## src/pkg/cvt_defines.svh

```systemverilog
// offsets, field positions, reset values and counts of the trim register bank
`ifndef CVT_DEFINES_SVH
`define CVT_DEFINES_SVH

`define CVT_ADDR_W        12
`define CVT_OFS_VEC_EN    12'h070
`define CVT_OFS_VEC_PORT  12'h071
`define CVT_OFS_GAIN_A    12'h07a
`define CVT_OFS_GAIN_B    12'h07b
`define CVT_OFS_BANDGAP   12'h07c
`define CVT_OFS_TERM_A    12'h07e
`define CVT_OFS_TERM_B    12'h07f

`define CVT_EN_BIT        0
`define CVT_BG_MSB        3
`define CVT_RST_VEC_EN    8'h00
`define CVT_RST_TRIM      8'h00
`define CVT_RST_BG        4'h0
`define CVT_RDATA_NONE    8'h00

`define CVT_VEC_LEN       673
`define CVT_IDX_W         10
`define CVT_FIFO_DEPTH    8

`endif

```

## src/pkg/cvt_pkg.sv

```systemverilog
// types shared by the trim register bank and its vector buffer
`default_nettype none
package cvt_pkg;
`include "cvt_defines.svh"

    typedef struct packed {
        logic                   rd;
        logic                   wr;
        logic [`CVT_ADDR_W-1:0] addr;
        logic [7:0]             wdata;
    } cvt_req_t;

    typedef struct packed {
        logic [7:0] gain_a;
        logic [7:0] gain_b;
        logic [3:0] bandgap;
        logic [7:0] term_a;
        logic [7:0] term_b;
    } cvt_trim_t;

    typedef struct packed {
        logic [`CVT_IDX_W-1:0] index;
        logic [7:0]            data;
    } cvt_vec_t;

endpackage : cvt_pkg
`default_nettype wire

```

## src/hdl/cvt_fifo.sv

```systemverilog
// flip-flop fifo with valid/ready on both sides
`timescale 1ns/1ps
`default_nettype none
module cvt_fifo #(
    parameter int WIDTH = 18,
    parameter int DEPTH = 8
) (
    input  wire logic             clk,
    input  wire logic             rst_n,
    input  wire logic             in_valid,
    output logic                  in_ready,
    input  wire logic [WIDTH-1:0] in_data,
    output logic                  out_valid,
    input  wire logic             out_ready,
    output logic      [WIDTH-1:0] out_data,
    output logic                  empty
);
    localparam int PW = (DEPTH > 1) ? $clog2(DEPTH) : 1;
    localparam int CW = $clog2(DEPTH + 1);

    logic [WIDTH-1:0] mem_reg [DEPTH];
    logic [WIDTH-1:0] mem_next [DEPTH];
    logic [PW-1:0]    wptr_reg, wptr_next, rptr_reg, rptr_next;
    logic [CW-1:0]    cnt_reg, cnt_next;
    logic             push, pop;

    function automatic logic [PW-1:0] bump(input logic [PW-1:0] p);
        if (32'(p) == DEPTH - 1) begin
            return '0;
        end
        return p + 1'b1;
    endfunction : bump

    assign in_ready  = (32'(cnt_reg) < DEPTH);
    assign out_valid = (cnt_reg != '0);
    assign empty     = (cnt_reg == '0);
    assign out_data  = mem_reg[rptr_reg];
    assign push      = in_valid && in_ready;
    assign pop       = out_valid && out_ready;

    always_comb begin
        mem_next  = mem_reg;
        wptr_next = wptr_reg;
        rptr_next = rptr_reg;
        cnt_next  = cnt_reg;
        if (push) begin
            mem_next[wptr_reg] = in_data;
            wptr_next          = bump(wptr_reg);
        end
        if (pop) begin
            rptr_next = bump(rptr_reg);
        end
        if (push && !pop) begin
            cnt_next = cnt_reg + 1'b1;
        end else if (pop && !push) begin
            cnt_next = cnt_reg - 1'b1;
        end
    end

    always_ff @(posedge clk or negedge rst_n) begin
        if (!rst_n) begin
            for (int i = 0; i < DEPTH; i++) begin
                mem_reg[i] <= '0;
            end
            wptr_reg <= '0;
            rptr_reg <= '0;
            cnt_reg  <= '0;
        end else begin
            mem_reg  <= mem_next;
            wptr_reg <= wptr_next;
            rptr_reg <= rptr_next;
            cnt_reg  <= cnt_next;
        end
    end
endmodule : cvt_fifo
`default_nettype wire

```

## src/hdl/cvt_regs.sv

```systemverilog
// calibration vector port and factory trim registers
`timescale 1ns/1ps
`default_nettype none
`include "cvt_defines.svh"

// Contract
// RL1: bit 0 of the access enable register gates every port access.
// RL2: with access on, each port read returns the next vector byte.
// RL3: with access on, each port write loads the next vector byte.
// RL4: the host may stream all port accesses at one held address.
// RL5: the host must not touch the port while calibration still runs; not enforced, access proceeds and only sets vec_access_while_running.
// RL6: the host must complete each transfer with the full access count.
// RL7: two 8-bit gain adjust registers, one per input, read and write.
// RL8: bandgap adjust holds 4 bits in 3:0, upper bits reserved.
// RL9: two 8-bit termination adjust registers, one per input.
// RL10: the port's content after reset is undefined.
// RL11: trim registers load the factory fuse values after reset.
// RL12: the vector position restarts at byte 0 when access is enabled.
module cvt_regs
    import cvt_pkg::*;
#(
    parameter int VEC_LEN    = `CVT_VEC_LEN,
    parameter int FIFO_DEPTH = `CVT_FIFO_DEPTH
) (
    input  wire logic                  clk,
    input  wire logic                  rst_n,
    input  wire cvt_req_t              req,
    output logic                       req_ready,
    output logic                       rvalid,
    output logic [7:0]                 rdata,
    input  wire cvt_trim_t             fuse_trim,
    output cvt_trim_t                  trim,
    output logic                       vec_access_on,
    output logic [`CVT_IDX_W-1:0]      vec_rd_index,
    input  wire logic [7:0]            vec_rd_data,
    output logic                       vec_wr_valid,
    input  wire logic                  vec_wr_ready,
    output cvt_vec_t                   vec_wr,
    input  wire logic                  calibration_halted_flag,
    output logic                       vec_access_while_running
);
    localparam int FW = $bits(cvt_vec_t);

    logic                  en_reg, en_next;
    cvt_trim_t             trim_reg, trim_next;
    logic                  load_reg, load_next;
    logic [`CVT_IDX_W-1:0] idx_reg, idx_next;
    logic [7:0]            rdata_reg, rdata_next;
    logic                  rvalid_reg, rvalid_next;
    logic                  run_err_reg, run_err_next;

    logic     port_hit, port_rd, port_wr;
    logic     fifo_in_valid, fifo_in_ready, fifo_empty;
    cvt_vec_t fifo_in;
    logic [FW-1:0] fifo_out;

    function automatic logic [`CVT_IDX_W-1:0] next_index(
        input logic [`CVT_IDX_W-1:0] i
    );
        if (32'(i) >= VEC_LEN - 1) begin
            return '0;
        end
        return i + 1'b1;
    endfunction : next_index

    // rl1 port gated by enable bit
    assign port_hit = en_reg && (req.addr == `CVT_OFS_VEC_PORT);
    assign port_rd  = port_hit && req.rd;
    assign port_wr  = port_hit && req.wr && !req.rd;

    // reads wait for queued writes so the vector stays in byte order;
    // writes wait for buffer room, which is the back-pressure to the host
    assign req_ready = !load_reg
                       && !(port_rd && !fifo_empty)
                       && !(port_wr && !fifo_in_ready);

    assign fifo_in.index = idx_reg;
    assign fifo_in.data  = req.wdata;
    assign fifo_in_valid = port_wr && !load_reg;

    always_comb begin
        en_next      = en_reg;
        trim_next    = trim_reg;
        load_next    = 1'b0;
        idx_next     = idx_reg;
        rdata_next   = rdata_reg;
        rvalid_next  = 1'b0;
        run_err_next = run_err_reg;
        if (load_reg) begin
            // rl11 fuse values loaded once after reset
            trim_next = fuse_trim;
        end else if (req_ready && (req.rd || req.wr)) begin
            if (!en_reg && req.wr && !req.rd
                && req.addr == `CVT_OFS_VEC_EN
                && req.wdata[`CVT_EN_BIT]) begin
                // rl12 restart at first byte
                idx_next = '0;
            end
            if (port_hit && !calibration_halted_flag) begin
                run_err_next = 1'b1;
            end
            if (req.rd) begin
                rvalid_next = 1'b1;
                case (req.addr)
                    `CVT_OFS_VEC_EN: begin
                        rdata_next = {7'h00, en_reg};
                    end
                    `CVT_OFS_VEC_PORT: begin
                        if (en_reg) begin
                            // rl2 read returns next byte
                            // rl10 engine byte, no reset value
                            rdata_next = vec_rd_data;
                            idx_next   = next_index(idx_reg);
                        end else begin
                            rdata_next = `CVT_RDATA_NONE;
                        end
                    end
                    `CVT_OFS_GAIN_A:  rdata_next = trim_reg.gain_a;
                    `CVT_OFS_GAIN_B:  rdata_next = trim_reg.gain_b;
                    // rl8 reserved upper bits read zero
                    `CVT_OFS_BANDGAP: rdata_next = {4'h0, trim_reg.bandgap};
                    `CVT_OFS_TERM_A:  rdata_next = trim_reg.term_a;
                    `CVT_OFS_TERM_B:  rdata_next = trim_reg.term_b;
                    default:          rdata_next = `CVT_RDATA_NONE;
                endcase
            end else begin
                case (req.addr)
                    `CVT_OFS_VEC_EN: begin
                        en_next = req.wdata[`CVT_EN_BIT];
                    end
                    `CVT_OFS_VEC_PORT: begin
                        if (en_reg) begin
                            // rl3 write loads next byte
                            idx_next = next_index(idx_reg);
                        end
                    end
                    // rl7 gain adjust per input
                    `CVT_OFS_GAIN_A:  trim_next.gain_a = req.wdata;
                    `CVT_OFS_GAIN_B:  trim_next.gain_b = req.wdata;
                    // rl8 only the 4-bit field stored
                    `CVT_OFS_BANDGAP: begin
                        trim_next.bandgap = req.wdata[`CVT_BG_MSB:0];
                    end
                    // rl9 termination adjust per input
                    `CVT_OFS_TERM_A:  trim_next.term_a = req.wdata;
                    `CVT_OFS_TERM_B:  trim_next.term_b = req.wdata;
                    default: begin
                        en_next = en_reg;
                    end
                endcase
            end
        end
    end

    always_ff @(posedge clk or negedge rst_n) begin
        if (!rst_n) begin
            en_reg      <= 1'b0;
            trim_reg    <= '0;
            // async reset cannot take port values; fuses load next edge
            load_reg    <= 1'b1;
            idx_reg     <= '0;
            rdata_reg   <= `CVT_RDATA_NONE;
            rvalid_reg  <= 1'b0;
            run_err_reg <= 1'b0;
        end else begin
            en_reg      <= en_next;
            trim_reg    <= trim_next;
            load_reg    <= load_next;
            idx_reg     <= idx_next;
            rdata_reg   <= rdata_next;
            rvalid_reg  <= rvalid_next;
            run_err_reg <= run_err_next;
        end
    end

    cvt_fifo #(
        .WIDTH (FW),
        .DEPTH (FIFO_DEPTH)
    ) u_vec_fifo (
        .clk       (clk),
        .rst_n     (rst_n),
        .in_valid  (fifo_in_valid),
        .in_ready  (fifo_in_ready),
        .in_data   (fifo_in),
        .out_valid (vec_wr_valid),
        .out_ready (vec_wr_ready),
        .out_data  (fifo_out),
        .empty     (fifo_empty)
    );

    assign vec_wr                   = cvt_vec_t'(fifo_out);
    assign rvalid                   = rvalid_reg;
    assign rdata                    = rdata_reg;
    assign trim                     = trim_reg;
    assign vec_access_on            = en_reg;
    assign vec_rd_index             = idx_reg;
    // sticky hint only; access is not blocked, the engine decides
    assign vec_access_while_running = run_err_reg;
endmodule : cvt_regs
`default_nettype wire

```

## config.mk

```make
export PLATFORM = sky130hd
export DESIGN_NAME = cvt_regs
export DESIGN_NICKNAME = d
export VERILOG_FILES = /design/src/pkg/cvt_pkg.sv /design/src/hdl/cvt_fifo.sv /design/src/hdl/cvt_regs.sv
export VERILOG_INCLUDE_DIRS = /design/src /design/src/pkg
export SDC_FILE = /design/constraint.sdc
export NUM_CORES = 1
export LEC_CHECK = 0
export BUFFER_PORTS_ARGS = -buffer_cell sky130_fd_sc_hd__buf_2
export CAP_MARGIN = 5
export CELL_PAD_IN_SITES_DETAIL_PLACEMENT = 0
export CELL_PAD_IN_SITES_GLOBAL_PLACEMENT = 2
export CORE_UTILIZATION = 35
export CTS_CLUSTER_DIAMETER = 150
export DETAILED_ROUTE_END_ITERATION = 10
export PLACE_DENSITY_LB_ADDON = 0.2
export SLEW_MARGIN = 10
export SYNTH_ARGS = -nofsm -noshare
export SYNTH_HDL_FRONTEND = slang
export SYNTH_SLANG_ARGS = --single-unit
```

## constraint.sdc

```tcl
create_clock -name clk -period 2.5 [get_ports clk]
set_input_delay 0.375 -clock clk [delete_from_list [all_inputs] [get_ports clk]]
set_output_delay 0.375 -clock clk [all_outputs]
set_load 0.01 [all_outputs]
```

======== Yosys cells after proc, flatten, opt, wreduce, memory -nomap -nowiden ========
Index checks and enable logic that the tools add are counted.
operators by class
  reduce and logical (&&, ||, !) cells .... 49
  add/subtract/negate cells ............... 5
  equal/unequal tests ..................... 10
  bitwise operators ....................... 4
  mux-type cells .......................... 47
  magnitude comparators ................... 5
operators by type and width
  cell                                                   count
  bitwise mux 144 bit                                    1
  2-to-1 mux 36 bit                                      3
  2-to-1 mux 10 bit                                      9
  equality test 12 x 7 -> 1 bit (second input constant)  7
  one-hot mux 8 bit (7 select lines)                     1
  binary-select mux 18 bit (select 3 bit)                1
  demux 18 bit (select 3 bit)                            1
  2-to-1 mux 18 bit                                      3
  2-to-1 mux 8 bit                                       5
  AND reduction 3 bit                                    7
  logical AND 1 bit                                      20
  2-to-1 mux 1 bit                                       16
  nonzero test 2 bit                                     7
  2-to-1 mux 3 bit                                       4
  2-to-1 mux 4 bit                                       3
  adder 10 x 1 -> 10 bit (second input constant)         1
  >= comparator 10 bit (second input constant)           1
  logical NOT 1 bit                                      10
  >= comparator 4 bit (second input constant)            2
  NOT 3 -> 4 bit                                         2
  adder 3 x 1 -> 3 bit (second input constant)           2
  equality test 3 bit (second input constant)            2
  adder 4 x 1 -> 4 bit (second input constant)           1
  logical NOT 4 bit                                      1
  9 further kinds                                        10
storage, ports and cells
  logic and storage cells ................. 142
  bits of input ports ..................... 70
  register bits ........................... 212

======== Longest topological paths before layout ========
Gate-level depths: netlist of run 1.
  depth after elaboration ................. 14
  depth in mapped cells ................... 13
  mapped depth without buffers ............ 11

======== Cells and area by module ========
Synthesis of run 1 repeated with hierarchy kept, for this count alone.
unflattened totals
  cells, all modules ...................... 761
  area total of the unflattened synthesis .. 10477.5 µm²
modules (own cells, without submodules)
  module    cells an instance  times used  area each (µm²)  sequential area each (µm²)
  cvt_fifo  433                1           7131.8           3853.7
  cvt_regs  328                1           3345.7           1452.6

======== Worst setup path before layout of run 1 ========
Ideal clock, no wire load.
  path type ............................... input to register
  from .................................... input port req[17] (netlist bit)
  to ...................................... register u_vec_fifo.cnt_reg[3]
  cell stages on the path ................. 13
  library setup time ...................... 0.080 ns
  path buffers ............................ 2
  required time ........................... 2.420 ns
  slack ................................... -0.719 ns
  data arrival time ....................... 3.139 ns
  cell sequence ........................... or4_1 > buf_2 > nor3_2 > clkbuf_1 > nand3_1 > inv_1 > ha_1 > inv_1 > ha_1 > a21o_1 > a21oi_1 > mux2i_1 > xnor2_1
between the ends
  cells in the longest elaborated chain, start to end .. 9
  elaborated cells between the ends (all ways) .. 11
  classes of those cells .................. eq/ne (1); mux (1); reduce/logical (9)
ends and longest elaborated chain
  element                              RTL line        RTL
  start: declaration                   cvt_regs.sv:27  input wire cvt_req_t req,
  equality test 12 x 7 -> 1 bit (*)    --
  logical AND 1 bit (*)                cvt_regs.sv:67  assign port_hit = en_reg && (req.addr == `CVT_OFS_VEC_PORT);
  logical AND 1 bit (*) (2 in series)  cvt_regs.sv:69  assign port_wr = port_hit && req.wr && !req.rd;
  logical AND 1 bit (*)                cvt_regs.sv:79  assign fifo_in_valid = port_wr && !load_reg;
  logical AND 1 bit (*)                cvt_fifo.sv:38  assign push = in_valid && in_ready;
  net u_vec_fifo.push                  cvt_fifo.sv:25  logic push, pop;
  logical NOT 1 bit                    cvt_fifo.sv:55  end else if (pop && !push) begin
  logical AND 1 bit                    cvt_fifo.sv:55
  nonzero test 2 bit (no line)         --
  end signal: assignment               cvt_fifo.sv:72  cnt_reg <= cnt_next;
  end: declaration                     cvt_fifo.sv:24  logic [CW-1:0] cnt_reg, cnt_next;
The timed path passes the listed nets; every way through them passes the cells marked *.
A chain may end at the register's enable or synchronous reset.

==> run metrics, run 1 <==
Detailed Route Iter0 Violations=382; proportion of power drawn by the clock network=between 40% and 50%; number of flip-flops in the largest register=144; share of total power consumed by net switching=26.0%; Final Slew Violations=0; required time of the critical path=around 2.1 ns; average cell area after synthesis=between 10 and 15 sq um; sequential share of power=40.7%; die height=roughly 170 um; wire length of the first global-routing pass=about 46000 um; cell internal power dissipation=6.55 mW; Fmax=between 300 and 400 MHz; Rel. slew slack=between 50% and 60%; post-layout power=8.85 mW; Final setup violation count=15; Post-Route Utilization=45.5%; RSZ-0062 raised after global routing=yes; top-area cell type share of the netlist area=about half; Final WS setup=-0.0363 ns; Cells after Synth=between 700 and 800; clock buffers created by TritonCTS=25; Synth Flop Type=dfrtp_1; list of most frequent post-synthesis cells=dfrtp_1, mux2_2, clkbuf_1; DRT antenna net count=0; kind of critical path=flip-flop to primary output; post-placement cell count=1289; Clock Root Buffer=clkbuf_16; library cells used by synthesis=62; Overflow after GRT=0; Die Span X=175 um; outcome=complete, but fails checks; Total Routing Usage GR=19.4%; HPWL after DPL=19000 um; Detailed Route WL=29100 um; time the final worst path needs with I/O delays and setup=~2.5 ns; ranking of synthesized cells by area=dfrtp_1, mux2_2, mux4_2; worst-path cell with the longest stage delay=mux4_2; average vias per placed instance=5.30; Hold Crit Endpoint=vec_access_while_running; violations in the final reports=setup timing; share of synthesized registers carrying an async set or reset=between 90% and 100%; Net Switching=between 2 and 2.5 mW; # rows=62; synthesis-stage register bit count=approximately 210; P_leak=between 6 and 7 nW; area of the core region=between 20000 and 30000 sq um; data arrival time of the critical path=approximately 2.2 ns; vias in the first global route=a little under 8000; Port Buf Inserts=between 100 and 150; CTS tree=done; Top-Level Pins=~150; DR DRC count=0; share of cells above drive strength 1=between 50% and 60%; register area share after synthesis=50.8%; worst stage delay on the critical path=about 0.51 ns; initial core utilization=36.0%; net count of the finished layout=about 1000; Slew @ Worst Pin=0.743 ns; startpoint type of the worst setup path=flip-flop; cells traversed along the worst timing path=buf_12 -> clkbuf_16 -> mux4_2 -> mux2_4 -> buf_6; R2R Path End=u_vec_fifo.cnt_reg[3]; pre-CTS WS=-0.109 ns; worst voltage drop across the vdd grid=0.399 mV; detailed-route via count=about 7000; Tightest Hold Check Type=input port to flip-flop; area growth from synthesis to final layout=26.3%; most used standard cell by instance count after synthesis=dfrtp_1; clock latency on the worst-skew pair=0.52 ns; final-report hold violation count=0; share of the cycle needed by the critical path after routing=101%; worst-case clock skew=0.0143 ns; CTS max path bufs=3; reg2reg setup slack=about 0.23 ns; depth of the worst register-to-register path=11; synthesized cell area=about 10000 sq um; Non-Filler Instances=about 1300; relative contribution of combinational cells to total power=~18%; Reg2Reg Launch Point=vec_access_on; number of antenna violations at the first check in global routing=2; mean routed wirelength per cell=21.6 um; number of enable-type register cells in the synthesized netlist=0; largest net degree at the start of global routing=81; number of H-tree branching levels=1; TNS Setup=-0.287 ns; Reg clk slew, reported paths=about 0.060 ns; syn_nets=around 850; endpoint class of the critical path=primary output; cell type contributing the most total cell area after synthesis=dfrtp_1; number of iterations in the first detailed-routing pass=5; total number of clock tree sinks=around 210; Yosys warning total=0; Final GP Congestion=around 0.81; highest fanout seen on the critical path=6; number of max-capacitance violations reported=0; number of cells on the worst hold path=2; power per unit of standard cell area=approximately 670 nW/um^2; launch point of the worst hold path=calibration_halted_flag; die area=approximately 30000 sq um
[power groups by stage]
stage                     registers (mW)  clock network [mW]  logic, mW
after floorplan                     3.68                   0      0.754
after global placement              3.66                   0       1.30
after detailed placement            3.66                   0       1.32
after CTS                           3.60                3.70       1.59
after global routing                3.61                3.83       1.78
final                               3.60                3.62       1.63
[per-layer routing]
metal  global-route usage [%]  share of wire, %  vias up
met5                        0                 0        -
met4                     5.04               2.4        0
met3                     3.26               3.9       48
met2                     34.2                51      162
met1                     24.7                43     3674
li1                         -                 -     3239
[cell type report]
class,instances,area (sq um)
Antenna cell,3,7.51
Inverter,22,85.1
Multi-Input combinational cell,475,4920
Tap cell,384,480
Sequential cell,212,5310
Clock buffer,34,719
Fill cell,2688,15800
Timing Repair Buffer,206,1580
Clock inverter,8,90.1
[kinds of logic (layout without fill, tap and decap cells)]
group	after synthesis	after routing	share of synthesized area [%]
multiplexers	241	241	30.7
flip-flops	212	212	50.8
AND/OR/NAND/NOR	135	135	7.97
buffers and inverters	86	270	3.59
AO/OA/AOI/OAI	85	85	5.33
adder cells (fa/ha/maj)	10	10	1.27
XOR/XNOR	3	3	0.252
other	1	4	0.0359
[cell usage in the layout, fill, tap and decap left out, types with 8 or more instances in the layout]
cell / count
inv_1: 19
buf_12: 12
nand4_1: 9
buf_4: 40
nand2_1: 31
mux2_4: 36
clkbuf_16: 27
buf_2: 128
a21oi_1: 13
mux2i_1: 29
mux4_2: 44
o21ai_0: 25
mux2_2: 132
o22ai_1: 8
dfrtp_1: 210
nand3_1: 18
a22oi_1: 9
buf_6: 17
nor2_1: 17
[per-stage QoR]
step	hold WS (ns)	area [sq um]
finish	0.0370	13200
global route	0.0383	13200
detailed placement	0.390	12000
CTS	0.0187	13100
floorplan	0.0794	10600
global placement	0.382	12000
[worst max path at each step]
| stage | start | end | slack (ns) | cells past startpoint |
|---|---|---|---|---|
| 6_report | u_vec_fifo.rptr_reg[0] | vec_wr[15] | -0.04 | 5 |
| 5_1_grt | u_vec_fifo.rptr_reg[0] | vec_wr[1] | -0.09 | 5 |
| 4_1_cts | u_vec_fifo.rptr_reg[0] | vec_wr[17] | -0.07 | 5 |
| 3_5_place_dp | req[17] | u_vec_fifo.cnt_reg[3] | -0.11 | 12 |
| 3_3_place_gp | req[17] | u_vec_fifo.cnt_reg[3] | -0.07 | 12 |
| 2_1_floorplan | req[17] | u_vec_fifo.cnt_reg[3] | -0.29 | 13 |
[repair_timing]
action / in CTS / in global routing
hold endpoints to repair: 52 / 0
endpoints found under the setup margin: 18 / 18
gates resized for setup: 32 / 7
cloned: 4 / 2
setup buffers: 3 / 0
hold buffers: 1 / 0
[worst max-delay path: cells and delay by family, from the launching register on]
kind	cells	cell delay (ns)
muxes	2	0.78
buffers and inverters	3	0.46
DFF	1	0.39
No activity file was read; power rests on OpenSTA's default activity.
==> run 2, diff against run 1 <==
Settings changed: RECOVER_POWER from default to 100.
==> run 2 against run 1 <==
The flow finishes with violations (capacitance limit, slew limit, setup timing). Clock skew about the same. Critical path depth stayed put. Global-route usage did not move. Hold slack worse by 0.0012 ns. Final area decreased by 0.74%. Sequential share of layout area rose by 0.30 points. First-iteration DRC count grew 5.8%. Power about the same. Cell count unchanged. Setup slack worse by 0.0056 ns. Non-clock buffer count did not move. Die area did not move. Critical endpoint unchanged.
==> run metrics, run 2 (synthesis results as in run 1) <==
relative contribution of combinational cells to total power=18.2% (-0.2 points); die height=175 um (unchanged); cell internal power dissipation=6.53 mW (-0.27%); Port Buf Inserts=146 (unchanged); kind of critical path=flip-flop to primary output; data arrival time of the critical path=2.17 ns (about the same); family with the most delay on the worst path=multiplexers; Final Slew Violations=56 (+56); clock buffers created by TritonCTS=25 (unchanged); share of the cycle needed by the critical path after routing=102% (+0.22 points); number of iterations in the first detailed-routing pass=5 (unchanged); number of max-capacitance violations reported=1 (+1); violations in the final reports=capacitance limit, slew limit, setup timing; area growth from synthesis to final layout=25.4%; Rel. slew slack=-4.07% (-54 points); Detailed Route Iter0 Violations=404 (+5.8%); DRT antenna net count=0 (unchanged); # rows=62 (unchanged); Non-Filler Instances=1344 (unchanged); clock latency on the worst-skew pair=0.52 ns (about the same); placed inst area=12000 sq um (unchanged); P_leak=6.14 nW (-2.7%); Reg2Reg Launch Point=vec_access_on; launch point of the worst hold path=calibration_halted_flag; post-placement cell count=1289 (unchanged); CTS tree=done; cell area after layout=13100 sq um (-0.74%); worst voltage drop across the vdd grid=0.401 mV (+0.45%); detailed-route via count=7142 (+0.27%); leading cell types in the layout, fill and taps excluded=dfrtp_1, mux2_2, buf_2; Hold Crit Endpoint=vec_access_while_running; time the final worst path needs with I/O delays and setup=2.54 ns (+0.00560 ns); reg2reg setup slack=0.10 ns (-0.13 ns); Final setup violation count=17 (+2); RSZ-0062 raised after global routing=yes; largest net degree at the start of global routing=81 (unchanged); number of flip-flops in the largest register=144 (unchanged); total number of clock tree sinks=212 (unchanged); endpoint class of the critical path=primary output; wire length of the first global-routing pass=46100 um (unchanged); count of fill cells added during filler insertion=2723 (+1.3%); Net Switching=2.32 mW (+0.55%); number of H-tree branching levels=1 (unchanged); number of cells on the worst hold path=2 (unchanged); power per unit of standard cell area=676 nW/um^2 (+0.69%); Slew @ Worst Pin=1.56 ns (+0.818 ns); Tightest Hold Check Type=input port to flip-flop; proportion of power drawn by the clock network=41.0% (about the same); sequential share of power=40.7% (about the same); Overflow after GRT=0 (unchanged); worst-case clock skew=0.0146 ns (+0.000258 ns); CTS max path bufs=3 (unchanged); number of buffer and inverter instances along the worst setup path=3 (unchanged); required time of the critical path=2.12 ns (about the same); R2R Path End=u_vec_fifo.cnt_reg[3]; startpoint type of the worst setup path=flip-flop; most common library cell in the layout ignoring fill and taps=dfrtp_1; Die Span X=175 um (unchanged); Total Routing Usage GR=19.4% (unchanged); Clock Root Buffer=clkbuf_16; worst stage delay on the critical path=0.52 ns (about the same); Reg clk slew, reported paths=0.06 ns (about the same); worst-path cell with the longest stage delay=mux4_2; Top-Level Pins=147 (unchanged); DR DRC count=0 (unchanged); Final GP Congestion=0.809 (unchanged); depth of the worst register-to-register path=11 (unchanged); worst slack on hold paths=0.0358 ns (-0.00124 ns); number of antenna violations at the first check in global routing=2 (unchanged); Fmax=393 MHz (-0.22%); average vias per placed instance=5.31 (+0.27%); initial core utilization=36.0% (unchanged); Detailed Route WL=29000 um (about the same); Final WS setup=-0.0419 ns (-0.00560 ns); HPWL after DPL=19000 um (unchanged); share of total power consumed by net switching=26.2% (+0.16 points); outcome=complete, but fails checks; final-report hold violation count=0 (unchanged); share of cells above drive strength 1=44.8% (-5.3 points); net count of the finished layout=1022 (unchanged); highest fanout seen on the critical path=6 (unchanged); mean routed wirelength per cell=21.6 um (about the same); area of the core region=29000 sq um (unchanged); vias in the first global route=7909 (unchanged); die area=30500 sq um (unchanged); cells traversed along the worst timing path=buf_12 -> clkbuf_16 -> mux4_2 -> mux2_4 -> buf_6
run 2: changes by cell type in the layout (fill, tap and decap cells not counted), sizes merged:
cell	delta
buf	-53
clkbuf	+53
run 2: area by class of cell:
type	count	area, sq um	share of cell area (%)
tap	384	480	3.67
sequential	212	5310	40.5
multi-input combinational	475	4910	37.5
clock buffer	34	719	5.50
clock inverter	8	90.1	0.688
antenna	3	7.51	0.0573
inverter	22	85.1	0.650
timing repair buffer	206	1490	11.4
run 2: through the flow:
stage | total power [mW] | util (%) | setup slack, ns | setup TNS (ns)
after CTS | 8.90 | 45.1 | -0.0729 | -0.812
after global placement | 4.96 | 41.3 | -0.0745 | -0.153
final | 8.85 | 45.1 | -0.0419 | -0.329
after floorplan | 4.43 | - | -0.294 | -3.57
after detailed placement | 4.98 | 41.3 | -0.109 | -0.932
after global routing | 9.21 | 45.1 | -0.0886 | -3.76
run 2: how the worst max path moves through the flow:
stage,start,slack [ns],end,cells past startpoint
final,u_vec_fifo.rptr_reg[0],-0.04,vec_wr[15],5
after global routing,u_vec_fifo.rptr_reg[0],-0.09,vec_wr[1],5
after CTS,u_vec_fifo.rptr_reg[0],-0.07,vec_wr[17],5
after detailed placement,req[17],-0.11,u_vec_fifo.cnt_reg[3],12
after global placement,req[17],-0.07,u_vec_fifo.cnt_reg[3],12
after floorplan,req[17],-0.29,u_vec_fifo.cnt_reg[3],13
run 2: layer usage:
metal  up-vias  global-route usage, %  routed length (um)
met4         0                   5.04                 605
met5         -                      0                   0
met1      3698                   24.7               12300
met3        42                   3.26                1360
li1       3234                      -                   -
met2       168                   34.2               14800
run 2: repair_timing:
| item | 4_1_cts | 5_1_grt |
|---|---|---|
| buffers inserted | 3 | 0 |
| endpoints found under the setup margin | 18 | 18 |
| gates cloned | 4 | 2 |
| gates resized for setup | 32 | 7 |
| hold buffers | 1 | 0 |
| endpoints found under the hold margin | 52 | 0 |
run 2: power groups by stage:
| stage | sequential, mW | combinational, mW | clock, mW |
|---|---|---|---|
| floorplan | 3.68 | 0.754 | 0 |
| global placement | 3.66 | 1.30 | 0 |
| detailed placement | 3.66 | 1.32 | 0 |
| CTS | 3.60 | 1.59 | 3.70 |
| global route | 3.61 | 1.76 | 3.83 |
| finish | 3.60 | 1.61 | 3.63 |
